`config.mk`:
```
export PLATFORM = sky130hd
export DESIGN_NAME = programmable_pulse_generator
export DESIGN_NICKNAME = d
export VERILOG_FILES = /design/src/inc/ppg_pkg.sv /design/src/rtl/ppg_sync.sv /design/src/rtl/ppg_prescaler.sv /design/src/rtl/programmable_pulse_generator.sv
export VERILOG_INCLUDE_DIRS = /design/src /design/src/inc
export SDC_FILE = /design/constraint.sdc
export NUM_CORES = 1
export LEC_CHECK = 0
export BUFFER_PORTS_ARGS = -buffer_cell sky130_fd_sc_hd__buf_4
export CAP_MARGIN = 20
export CELL_PAD_IN_SITES_DETAIL_PLACEMENT = 0
export CELL_PAD_IN_SITES_GLOBAL_PLACEMENT = 1
export CORE_ASPECT_RATIO = 1.1
export CORE_MARGIN = 4
export CORE_UTILIZATION = 45
export CTS_BUF_LIST = sky130_fd_sc_hd__clkbuf_8
export CTS_CLUSTER_DIAMETER = 150
export DETAILED_ROUTE_END_ITERATION = 7
export HOLD_SLACK_MARGIN = 0.02
export PLACE_DENSITY_LB_ADDON = 0.1
export SKIP_CTS_REPAIR_TIMING = 1
export SLEW_MARGIN = 20
export SYNTH_ARGS = -nofsm -noshare
export SYNTH_HDL_FRONTEND = slang
export SYNTH_SLANG_ARGS = --single-unit
```
`constraint.sdc`:
```
create_clock -name mclk -period 1.9 [get_ports mclk]
set_input_delay 0.095 -clock mclk [delete_from_list [all_inputs] [get_ports mclk]]
set_output_delay 0.095 -clock mclk [all_outputs]
set_load 0.03 [all_outputs]
```
`src/inc/ppg_defines.svh`:
```
// Register map, field codes and divider masks of the pulse generator
`ifndef PPG_DEFINES_SVH
`define PPG_DEFINES_SVH

`define ADDR_CTRL    8'h00
`define ADDR_PERIOD  8'h04
`define ADDR_TOGGLE  8'h08
`define ADDR_COUNT   8'h0c
`define ADDR_STATUS  8'h10
`define ADDR_MASK    8'h14

`define CTRL_RESET   8'h00
`define CTRL_W       8
`define WORD_RESET   16'h0000
`define IRQ_W        2
`define EVT_TOGGLE   0
`define EVT_PERIOD   1

`define FS_TIMER     2'h0
`define FS_PULSE     2'h3

`define SS_STOP      2'h0
`define SS_CMD       2'h1
`define SS_RISE      2'h2
`define SS_FALL      2'h3

`define PS_W         10
`define PS_MASK0     10'h000
`define PS_MASK1     10'h007
`define PS_MASK2     10'h07f
`define PS_MASK3     10'h3ff

`endif

```
`src/inc/ppg_pkg.sv`:
```
// Types shared by the pulse generator files
package ppg_pkg;

   typedef struct packed
   {
      logic        output_flop_preset;
      logic        repeat_select;
      logic [1:0]  start_source_select;
      logic [1:0]  clock_select;
      logic [1:0]  function_select;
   } ctrl_s;

   typedef struct packed
   {
      logic        wr;
      logic        rd;
      logic [7:0]  addr;
      logic [15:0] wdata;
   } bus_req_s;

   typedef enum logic [2:0]
   {
      ST_IDLE  = 3'h1,
      ST_ARMED = 3'h2,
      ST_RUN   = 3'h4
   } state_e;

endpackage

```
`src/rtl/ppg_sync.sv`:
```
// Two-stage synchroniser for the trigger pin
`timescale 1ns/1ps
module ppg_sync
(
   input  wire logic mclk,
   input  wire logic resetn,
   input  wire logic d,
   output logic      q
);
   logic meta;

   always_ff @(posedge mclk or negedge resetn)
   begin
      if (!resetn)
      begin
         meta <= 1'b0;
         q    <= 1'b0;
      end
      else
      begin
         meta <= d;
         q    <= meta;
      end
   end
endmodule

```
`src/rtl/ppg_prescaler.sv`:
```
// Source clock divider giving a one-cycle count enable
`timescale 1ns/1ps
`include "ppg_defines.svh"
module ppg_prescaler
(
   input  wire logic       mclk,
   input  wire logic       resetn,
   input  wire logic [1:0] sel,
   output logic            tick
);
   logic [`PS_W-1:0] cnt;
   logic [`PS_W-1:0] m;

   always_ff @(posedge mclk or negedge resetn)
   begin
      if (!resetn)
         cnt <= '0;
      else
         cnt <= cnt + 1'b1;
   end

   // Free running, so a rate change takes effect mid period
   always_comb
   begin
      case (sel)
         2'h0:    m = `PS_MASK0;
         2'h1:    m = `PS_MASK1;
         2'h2:    m = `PS_MASK2;
         default: m = `PS_MASK3;
      endcase
      tick = ((cnt & m) == m);
   end
endmodule

```
`src/rtl/programmable_pulse_generator.sv`:
```
// Programmable pulse generator of a 16-bit timer with register port
//
// Operation
// - The counter advances only on the internal source tick, never on pin edges.
// - The start field picks a command start or a chosen edge of the trigger pin.
// - Repeat select 0 gives continuous pulses, 1 a single one-shot pulse.
// - A toggle match inverts the output, raises an event, and counting goes on.
// - In continuous mode a period match inverts, raises an event, clears the count.
// - Writing the stop code while running leaves the output at its last level.
// - In one-shot mode a period match writes the stop code and halts the timer.
// - The output pin is the inverse of the output flip-flop.
// - Reset clears the output flip-flop to zero.
// - Going from timer mode to pulse mode loads the flip-flop from the preset bit.
//
// The register offsets and the strobed register port were decided locally.
`timescale 1ns/1ps
`include "ppg_defines.svh"
module programmable_pulse_generator
(
   input  wire logic               mclk,
   input  wire logic               resetn,
   input  wire ppg_pkg::bus_req_s  bus_req,
   output logic [15:0]             rdata,
   input  wire logic               trigger_input_pin,
   output logic                    pulse_output_pin,
   output logic                    timer_one_irq
);
   ppg_pkg::ctrl_s   ctrl;
   ppg_pkg::ctrl_s   next_ctrl;
   ppg_pkg::ctrl_s   wctrl;
   ppg_pkg::state_e  state;
   ppg_pkg::state_e  next_state;
   logic [15:0]      period;
   logic [15:0]      next_period;
   logic [15:0]      toggle;
   logic [15:0]      next_toggle;
   logic [15:0]      count;
   logic [15:0]      next_count;
   logic             out_flop;
   logic             next_out_flop;
   logic [`IRQ_W-1:0] status;
   logic [`IRQ_W-1:0] next_status;
   logic [`IRQ_W-1:0] mask;
   logic [`IRQ_W-1:0] next_mask;
   logic [`IRQ_W-1:0] match_evt;
   logic             next_irq;
   logic [15:0]      next_rdata;
   logic             tick;
   logic             trig_s;
   logic             trig_d;
   logic             trig_edge;
   logic             wr_ctrl;
   logic             load;
   logic             pulse_mode;
   logic             stop_req;

   ppg_sync u_sync
   (
      .mclk   (mclk),
      .resetn (resetn),
      .d      (trigger_input_pin),
      .q      (trig_s)
   );

   ppg_prescaler u_prescaler
   (
      .mclk   (mclk),
      .resetn (resetn),
      .sel    (ctrl.clock_select),
      .tick   (tick)
   );

   assign wctrl      = ppg_pkg::ctrl_s'(bus_req.wdata[`CTRL_W-1:0]);
   assign wr_ctrl    = bus_req.wr && (bus_req.addr == `ADDR_CTRL);
   assign pulse_mode = (ctrl.function_select == `FS_PULSE);
   assign stop_req   = !pulse_mode ||
                       (ctrl.start_source_select == `SS_STOP);
   // Only the timer-to-pulse step loads, so a restart keeps the level
   assign load = wr_ctrl && !pulse_mode &&
                 (wctrl.function_select == `FS_PULSE);

   always_comb
   begin
      case (ctrl.start_source_select)
         `SS_RISE: trig_edge = trig_s && !trig_d;
         `SS_FALL: trig_edge = !trig_s && trig_d;
         default:  trig_edge = 1'b0;
      endcase
   end

   // Timer control group
   always_comb
   begin
      next_ctrl     = ctrl;
      next_period   = period;
      next_toggle   = toggle;
      next_state    = state;
      next_count    = count;
      next_out_flop = out_flop;
      match_evt     = '0;
      if (wr_ctrl)
         next_ctrl = wctrl;
      if (bus_req.wr && bus_req.addr == `ADDR_PERIOD)
         next_period = bus_req.wdata;
      if (bus_req.wr && bus_req.addr == `ADDR_TOGGLE)
         next_toggle = bus_req.wdata;
      if (load)
         next_out_flop = wctrl.output_flop_preset;
      if (stop_req)
      begin
         // Output is left untouched on stop
         next_state = ppg_pkg::ST_IDLE;
         next_count = `WORD_RESET;
      end
      else
      begin
         case (state)
            ppg_pkg::ST_IDLE:
            begin
               if (ctrl.start_source_select == `SS_CMD)
                  next_state = ppg_pkg::ST_RUN;
               else
                  next_state = ppg_pkg::ST_ARMED;
            end
            ppg_pkg::ST_ARMED:
            begin
               if (trig_edge)
                  next_state = ppg_pkg::ST_RUN;
            end
            ppg_pkg::ST_RUN:
            begin
               if (tick)
               begin
                  if (count == period)
                  begin
                     next_out_flop = !out_flop;
                     match_evt[`EVT_PERIOD] = 1'b1;
                     next_count = `WORD_RESET;
                     if (ctrl.repeat_select)
                     begin
                        // Hardware stop beats a same-cycle control write
                        next_ctrl.start_source_select = `SS_STOP;
                        next_state = ppg_pkg::ST_IDLE;
                     end
                  end
                  else if (count == toggle)
                  begin
                     next_out_flop = !out_flop;
                     match_evt[`EVT_TOGGLE] = 1'b1;
                     next_count = count + 1'b1;
                  end
                  else
                     next_count = count + 1'b1;
               end
            end
            default:
               next_state = ppg_pkg::ST_IDLE;
         endcase
      end
   end

   always_ff @(posedge mclk or negedge resetn)
   begin
      if (!resetn)
      begin
         ctrl             <= ppg_pkg::ctrl_s'(`CTRL_RESET);
         period           <= `WORD_RESET;
         toggle           <= `WORD_RESET;
         count            <= `WORD_RESET;
         state            <= ppg_pkg::ST_IDLE;
         out_flop         <= 1'b0;
         pulse_output_pin <= 1'b1;
         trig_d           <= 1'b0;
      end
      else
      begin
         ctrl             <= next_ctrl;
         period           <= next_period;
         toggle           <= next_toggle;
         count            <= next_count;
         state            <= next_state;
         out_flop         <= next_out_flop;
         pulse_output_pin <= !next_out_flop;
         trig_d           <= trig_s;
      end
   end

   // Interrupt and read-back group
   always_comb
   begin
      next_status = status;
      next_mask   = mask;
      next_rdata  = `WORD_RESET;
      if (bus_req.wr && bus_req.addr == `ADDR_STATUS)
         next_status = status & ~bus_req.wdata[`IRQ_W-1:0];
      // A match in the clearing cycle is kept
      next_status = next_status | match_evt;
      if (bus_req.wr && bus_req.addr == `ADDR_MASK)
         next_mask = bus_req.wdata[`IRQ_W-1:0];
      next_irq = |(next_status & next_mask);
      if (bus_req.rd)
      begin
         case (bus_req.addr)
            `ADDR_CTRL:   next_rdata = {8'h00, ctrl};
            `ADDR_PERIOD: next_rdata = period;
            `ADDR_TOGGLE: next_rdata = toggle;
            `ADDR_COUNT:  next_rdata = count;
            `ADDR_STATUS: next_rdata = {14'h0000, status};
            `ADDR_MASK:   next_rdata = {14'h0000, mask};
            default:      next_rdata = `WORD_RESET;
         endcase
      end
   end

   always_ff @(posedge mclk or negedge resetn)
   begin
      if (!resetn)
      begin
         status        <= '0;
         mask          <= '0;
         timer_one_irq <= 1'b0;
         rdata         <= `WORD_RESET;
      end
      else
      begin
         status        <= next_status;
         mask          <= next_mask;
         timer_one_irq <= next_irq;
         rdata         <= next_rdata;
      end
   end
endmodule

```
==> impl_metrics.tcl, run 1 <==
set metrics [dict create \
    status "finished with violations" \
    violations "setup timing" \
    switching_share_pct 25.0 \
    final_util_pct 63.0 \
    insertion_delay_ns 0.37 \
    cts_buffer_depth 2 \
    vias 3706 \
    power_density_nw_per_um2 609 \
    synth_top_area_cell "dfrtp_1" \
    viasPerCell 5.42 \
    ys_seq_area_share_pct 50.5 \
    end_kind "flip-flop" \
    setup_viol 20 \
    dp_hpwl_um 8650 \
    finalWorstSetupSlack_ns -0.234 \
    finalClockSkew_ns 0.0171 \
    fmax_mhz 469 \
    clkPwrFrac_pct 33.0 \
    crit_arrival_ns 2.44 \
    totalWireLength_um 12200 \
    placed_cells 643 \
    yosysWarnings 0 \
    grt_max_degree 49 \
    place_congestion 0.832 \
    dieWidth_um 106 \
    synthDominantCellAreaShare_pct 49.4 \
    final_cells 684 \
    start_kind "flip-flop" \
    io_buffers 46 \
    netlist_instances 404 \
    synth_fp_nets 435 \
    p_int_w 0.00289 \
    min_period_ns 2.13 \
    syn_area_per_cell_um2 11.7 \
    cts_tree "yes" \
    tightestPinTransition_ns 0.423 \
    fp.dieH_um 115 \
    synthArstFlopShare_pct 100 \
    grt_usage_pct 20.9 \
    num_antenna_cells 0 \
    finalMaxSlewViolations 0 \
    path_clk_slew_ns 0.09 \
    path_max_fanout 13 \
    busiest_layer "met2" \
    drt-initial-drc-count 137 \
    first_pass_iters 4 \
    drive_gt1_share_pct 41.2 \
    grt_antenna_before_repair 0 \
    syn_area_um2 4710 \
    ios 47 \
    ys_ff_latch 95 \
    ant_nets 0 \
    core_um2 10000 \
    grt_pass1_wl_um 19700 \
    cts-root-buf "clkbuf_8" \
    use_met2_pct 35.7 \
    route.detailed.drc 0 \
    hold_viol_final 0 \
    max_slew_margin_pct 71.4 \
    ys_types 52 \
    synth_edf_count 0 \
    p_switching_w 0.000962 \
    dieArea_um2 12200 \
    synthFlopType "dfrtp_1" \
    hp-class "input pin to flip-flop" \
    clock-sinks 95 \
    critPathRequiredTime_ns 2.20 \
    cap_violations 0 \
    seqPwrFrac_pct 54.9 \
    grtUsageMet1_pct 27.0 \
    grt.overflow.total 0 \
    cts_htree_levels 3 \
    combPwrFrac_pct 12.1 \
    start_util_pct 47.0 \
    max-vdd-ir-drop_uv 373 \
    finalNetCount 570 \
    fp-row-count 38 \
    globalRouteMet3Util_pct 4.72 \
    grt_pass1_vias 3796 \
    post-route-period-util_pct 112 \
    cts_buffers 9 \
    wl_per_cell_um 17.8 \
    area_growth_pct 34.1 \
    p_leak_nw 3.09 \
    rsz0062_at_grt "true" \
    synth_area_leaders "dfrtp_1 49%, mux2_2 11%, xor2_1 6.3%" \
    worstSetupPathType "flip-flop to flip-flop" \
]
worst paths after layout:
path                        startpoint                  to  slack, ns  depth (start not counted)
max                            ctrl[3]            count[3]      -0.23                          8
min                        bus_req[20]            rdata[1]        0.1                          4
max reg2reg                    ctrl[3]            count[3]      -0.23                          8
min reg2reg                u_sync.meta            u_sync.q       0.36                          0
max in group asynchronous       resetn    pulse_output_pin       1.04                          3
min in group asynchronous       resetn  u_prescaler.cnt[8]       0.20                          2
stage by stage:
| step | power [W] | setup TNS [ns] | setup WS [ns] | cell area, um2 | hold WS, ns |
|---|---|---|---|---|---|
| floorplan | 0.00233 | -1.44 | -0.194 | 4740 | -0.201 |
| global placement | 0.00256 | -1.55 | -0.166 | 5770 | 0.0671 |
| detailed placement | 0.00257 | -1.87 | -0.191 | 5770 | 0.0712 |
| CTS | 0.00384 | -2.57 | -0.237 | 5960 | -0.350 |
| global route | 0.00403 | -5.22 | -0.308 | 6320 | 0.112 |
| finish | 0.00385 | -2.85 | -0.234 | 6320 | 0.0957 |
per-layer routing:
metal  wire length [um]  vias up
li1                   -     1746
met3                449       21
met2               6050       77
met1               5400     1862
met5                  0        -
met4                252        0
worst max-delay path: stages (launching register included):
cell and delay [ns]:
dfrtp_1 0.39, or2_1 0.23, a222oi_1 0.31, buf_4 0.20, a31oi_4 0.12, buf_4 0.18
clkbuf_16 0.16, or3_1 0.34, a21oi_2 0.13
sequential cells by signal, summed over array words and instances (netlist names):
name              flops
u_sync.meta           1
toggle               16
u_sync.q              1
u_prescaler.cnt      10
rdata                16
ctrl                  8
period               16
pulse_output_pin      1
mask                  2
status                2
out_flop              1
timer_one_irq         1
trig_d                1
state                 3
count                16
logic make-up (layout without fill, tap and decap cells):
logic type,count (synthesis),after routing,share of synthesized area [%]
AOI/OAI and AO/OA,61,61,8.52
buffers and inverters,32,172,2.76
and+or+nand+nor,112,112,13.7
muxes,62,62,16.6
DFF,95,95,50.5
xor gates and xnor gates,40,40,7.43
adders and majority gates,2,2,0.531
power groups by stage:
stage                     sequential (W)  clock, W  combinational [W]
after floorplan                  0.00215         0           0.000180
after global placement           0.00215         0           0.000411
after detailed placement         0.00215         0           0.000417
after CTS                        0.00211   0.00131           0.000418
after global routing             0.00212   0.00140           0.000511
final                            0.00211   0.00127           0.000467
cells in the final DEF (no fill, tap or decap), drive strengths merged, types with 2 or more instances in the layout:
cell and count:
nor4 9, a31oi 2, xor2 34, or3 4, a21oi 22, nand4 10, a22oi 8, nand2b 2
mux2i 6, mux4 8, ha 2, or2 2, and2 3, nand2 14, inv 12, clkbuf 14
and4 4, dfrtp 93, buf 125, dlygate4sd3 19, o21ai 7, or4 10, or4b 2, xnor2 6
nand3 15, clkinv 2, nor2b 11, o31ai 9, nor3 2, nand3b 2, nor2 17, dfstp 2
and3 3, mux2 48
layout make-up:
type	instances	area, um2
fillers	823	3710
clock buffers	12	165
flip-flops and latches	95	2380
repair buffers	146	1240
multi-input cells	277	2310
well taps	140	175
clock inverters	4	21.3
inverters	10	37.5
synthesized netlist by cell type (6+ instances only):
cell type and count:
a22oi_1 8, nand4_1 10, o21ai_0 7, nor4_1 9, nand2_1 14, xnor2_1 6, mux2_2 48, nor2_1 17
a21oi_1 22, or4_1 10, mux2i_1 6, mux4_2 8, xor2_1 34, inv_1 10, clkbuf_1 15, o31ai_1 9
dfrtp_1 93, nand3_1 14, nor2b_1 11
Note: power is estimated with default switching activity, not from simulation.
==> run 2: changes to the inputs <==
Settings changed: SETUP_SLACK_MARGIN set to 0.4.
==> run 2 against run 1 <==
The run still ends with setup timing left; clock skew is 0.011 ns lower; non-clock buffer count is 3 lower; sequential share of layout area is 0.46 points lower; first-iteration DRC count is 19% higher; sequential power hardly changed; final cell count is 0.44% lower; flip-flop and latch count stayed put; die area stayed put; design area is 1.2% higher; maximum frequency is 3.6% higher; via count is 1.2% lower; utilization is 0.77 points higher; critical path type unchanged; largest power group unchanged.
==> impl_metrics.tcl, run 2 (same netlist as run 1, synthesis figures left out) <==
set metrics [dict create \
    finalClockSkew_ns 0.00635 \
    start_kind "flip-flop" \
    placed_cells 643 \
    crit_arrival_ns 2.35 \
    violations "setup timing" \
    critPathBufInv 2 \
    finalWorstSetupSlack_ns -0.160 \
    multi_input_area_um2 2420 \
    area_growth_pct 35.8 \
    viasPerCell 5.37 \
    min_period_ns 2.06 \
    dieWidth_um 106 \
    io_buffers 46 \
    end_kind "flip-flop" \
    cts-root-buf "clkbuf_8" \
    final_common_cell "buf_4" \
    critPathRequiredTime_ns 2.19 \
    place_congestion 0.807 \
    core_um2 10000 \
    path_max_fanout 22 \
    vias 3660 \
    finalMaxSlewViolations 0 \
    fill_cells 812 \
    cts_buffers 9 \
    grt.overflow.total 0 \
    setup_viol 20 \
    grt_pass1_vias 3827 \
    crit_family "simple AND/OR/NAND/NOR gates" \
    cp_slowest_stage_delay_ns 0.48 \
    grt_antenna_before_repair 0 \
    max-vdd-ir-drop_uv 393 \
    drt-met1-wl_um 5300 \
    place_area_um2 5870 \
    routed.top_layer "met4" \
    dr_wl_met2_um 5850 \
    dp_hpwl_um 8550 \
    tightestPinTransition_ns 0.519 \
    final_util_pct 63.8 \
    ant_nets 0 \
    grt_usage_pct 20.7 \
    cts_buffer_depth 2 \
    start_util_pct 47.0 \
    route.detailed.drc 0 \
    regArea_um2 2380 \
    p_leak_nw 3.11 \
    fp.dieH_um 115 \
    grt_max_degree 96 \
    worstPathCellList "or2_1 -> a222oi_1 -> buf_4 -> a31oi_4 -> buf_12 -> or4_4 -> a21oi_2" \
    design_area_um2 6400 \
    crit_slowest_cell "or4_4" \
    ios 47 \
    cap_violations 0 \
    post-route-period-util_pct 108 \
    rsz0062_at_grt "true" \
    worstSetupPathType "flip-flop to flip-flop" \
    dieArea_um2 12200 \
    finalNetCount 567 \
    hp-class "input pin to flip-flop" \
    path_clk_slew_ns 0.09 \
    drive_gt1_share_pct 42.3 \
    drt-initial-drc-count 163 \
    power_density_nw_per_um2 625 \
    cts_htree_levels 3 \
    grt_pass1_wl_um 19400 \
    num_antenna_cells 0 \
    layout_common_cells "117 x buf_4, 93 x dfrtp_1, 34 x xor2_1" \
    final.setup.tns_ns -1.98 \
    status "finished with violations" \
    cts_tree "yes" \
    totalWireLength_um 12000 \
    wl_per_cell_um 17.7 \
    final_cells 681 \
    hold_viol_final 0 \
    fp-row-count 38 \
    insertion_delay_ns 0.37 \
    fmax_mhz 485 \
    clock-sinks 95 \
    first_pass_iters 4 \
    wl_met3_um 461 \
    max_slew_margin_pct 65.4 \
]
[run 2: changes by cell type in the layout (fill, tap and decap cells not counted), moves of 2 or more]
cell,change
o31ai_1,+3
mux2_4,+16
or3_4,+2
o31ai_2,-4
nor4_1,-2
clkbuf_16,-2
a21oi_2,+4
nor2_1,-2
or3_1,-2
mux2_2,-16
buf_4,-2
a21oi_1,-4
[run 2: worst min-delay path: stages]
cell     delay, ns
buf_4         0.12
nor2_4        0.04
nand2_1       0.07
nor2_1        0.04
[run 2: layout make-up]
cell class / instances / share of cell area [%]
sequential: 95 / 37.2
clock inverter: 4 / 0.684
clock buffer: 12 / 2.58
tap: 140 / 2.74
timing repair buffer: 143 / 18.5
inverter: 10 / 0.587
multi-input combinational: 277 / 37.8
[run 2: final timing paths]
| path | from | endpoint | slack (ns) | cells past startpoint |
|---|---|---|---|---|
| setup / recovery | ctrl[3] | count[14] | -0.16 | 7 |
| min in group asynchronous | resetn | u_prescaler.cnt[2] | 0.31 | 3 |
| setup reg to reg | ctrl[3] | count[14] | -0.16 | 7 |
| hold / removal | bus_req[17] | rdata[1] | 0.03 | 4 |
| max in group asynchronous | resetn | count[7] | 1.18 | 3 |
| hold reg to reg | u_sync.meta | u_sync.q | 0.36 | 0 |
[run 2: report_power, final]
part / internal (W) / switching [W]
clock: 0.000708 / 0.000686
combinational: 0.000261 / 0.000228
sequential: 0.00207 / 0.0000440
[run 2: stage by stage]
stage                     power [W]  worst slack (ns)  hold slack (ns)
after floorplan             0.00234            -0.194           -0.201
after global placement      0.00259            -0.146            0.192
after detailed placement    0.00260            -0.162            0.191
after CTS                   0.00398            -0.194           -0.203
after global routing        0.00418            -0.241           0.0550
final                       0.00400            -0.160           0.0326
[run 2: metal layers]
metal | up-vias | global-route usage [%]
li1 | 1743 | -
met1 | 1801 | 26.0
met2 | 84 | 34.7
met3 | 32 | 4.44
met4 | 0 | 8.81
met5 | - | 0
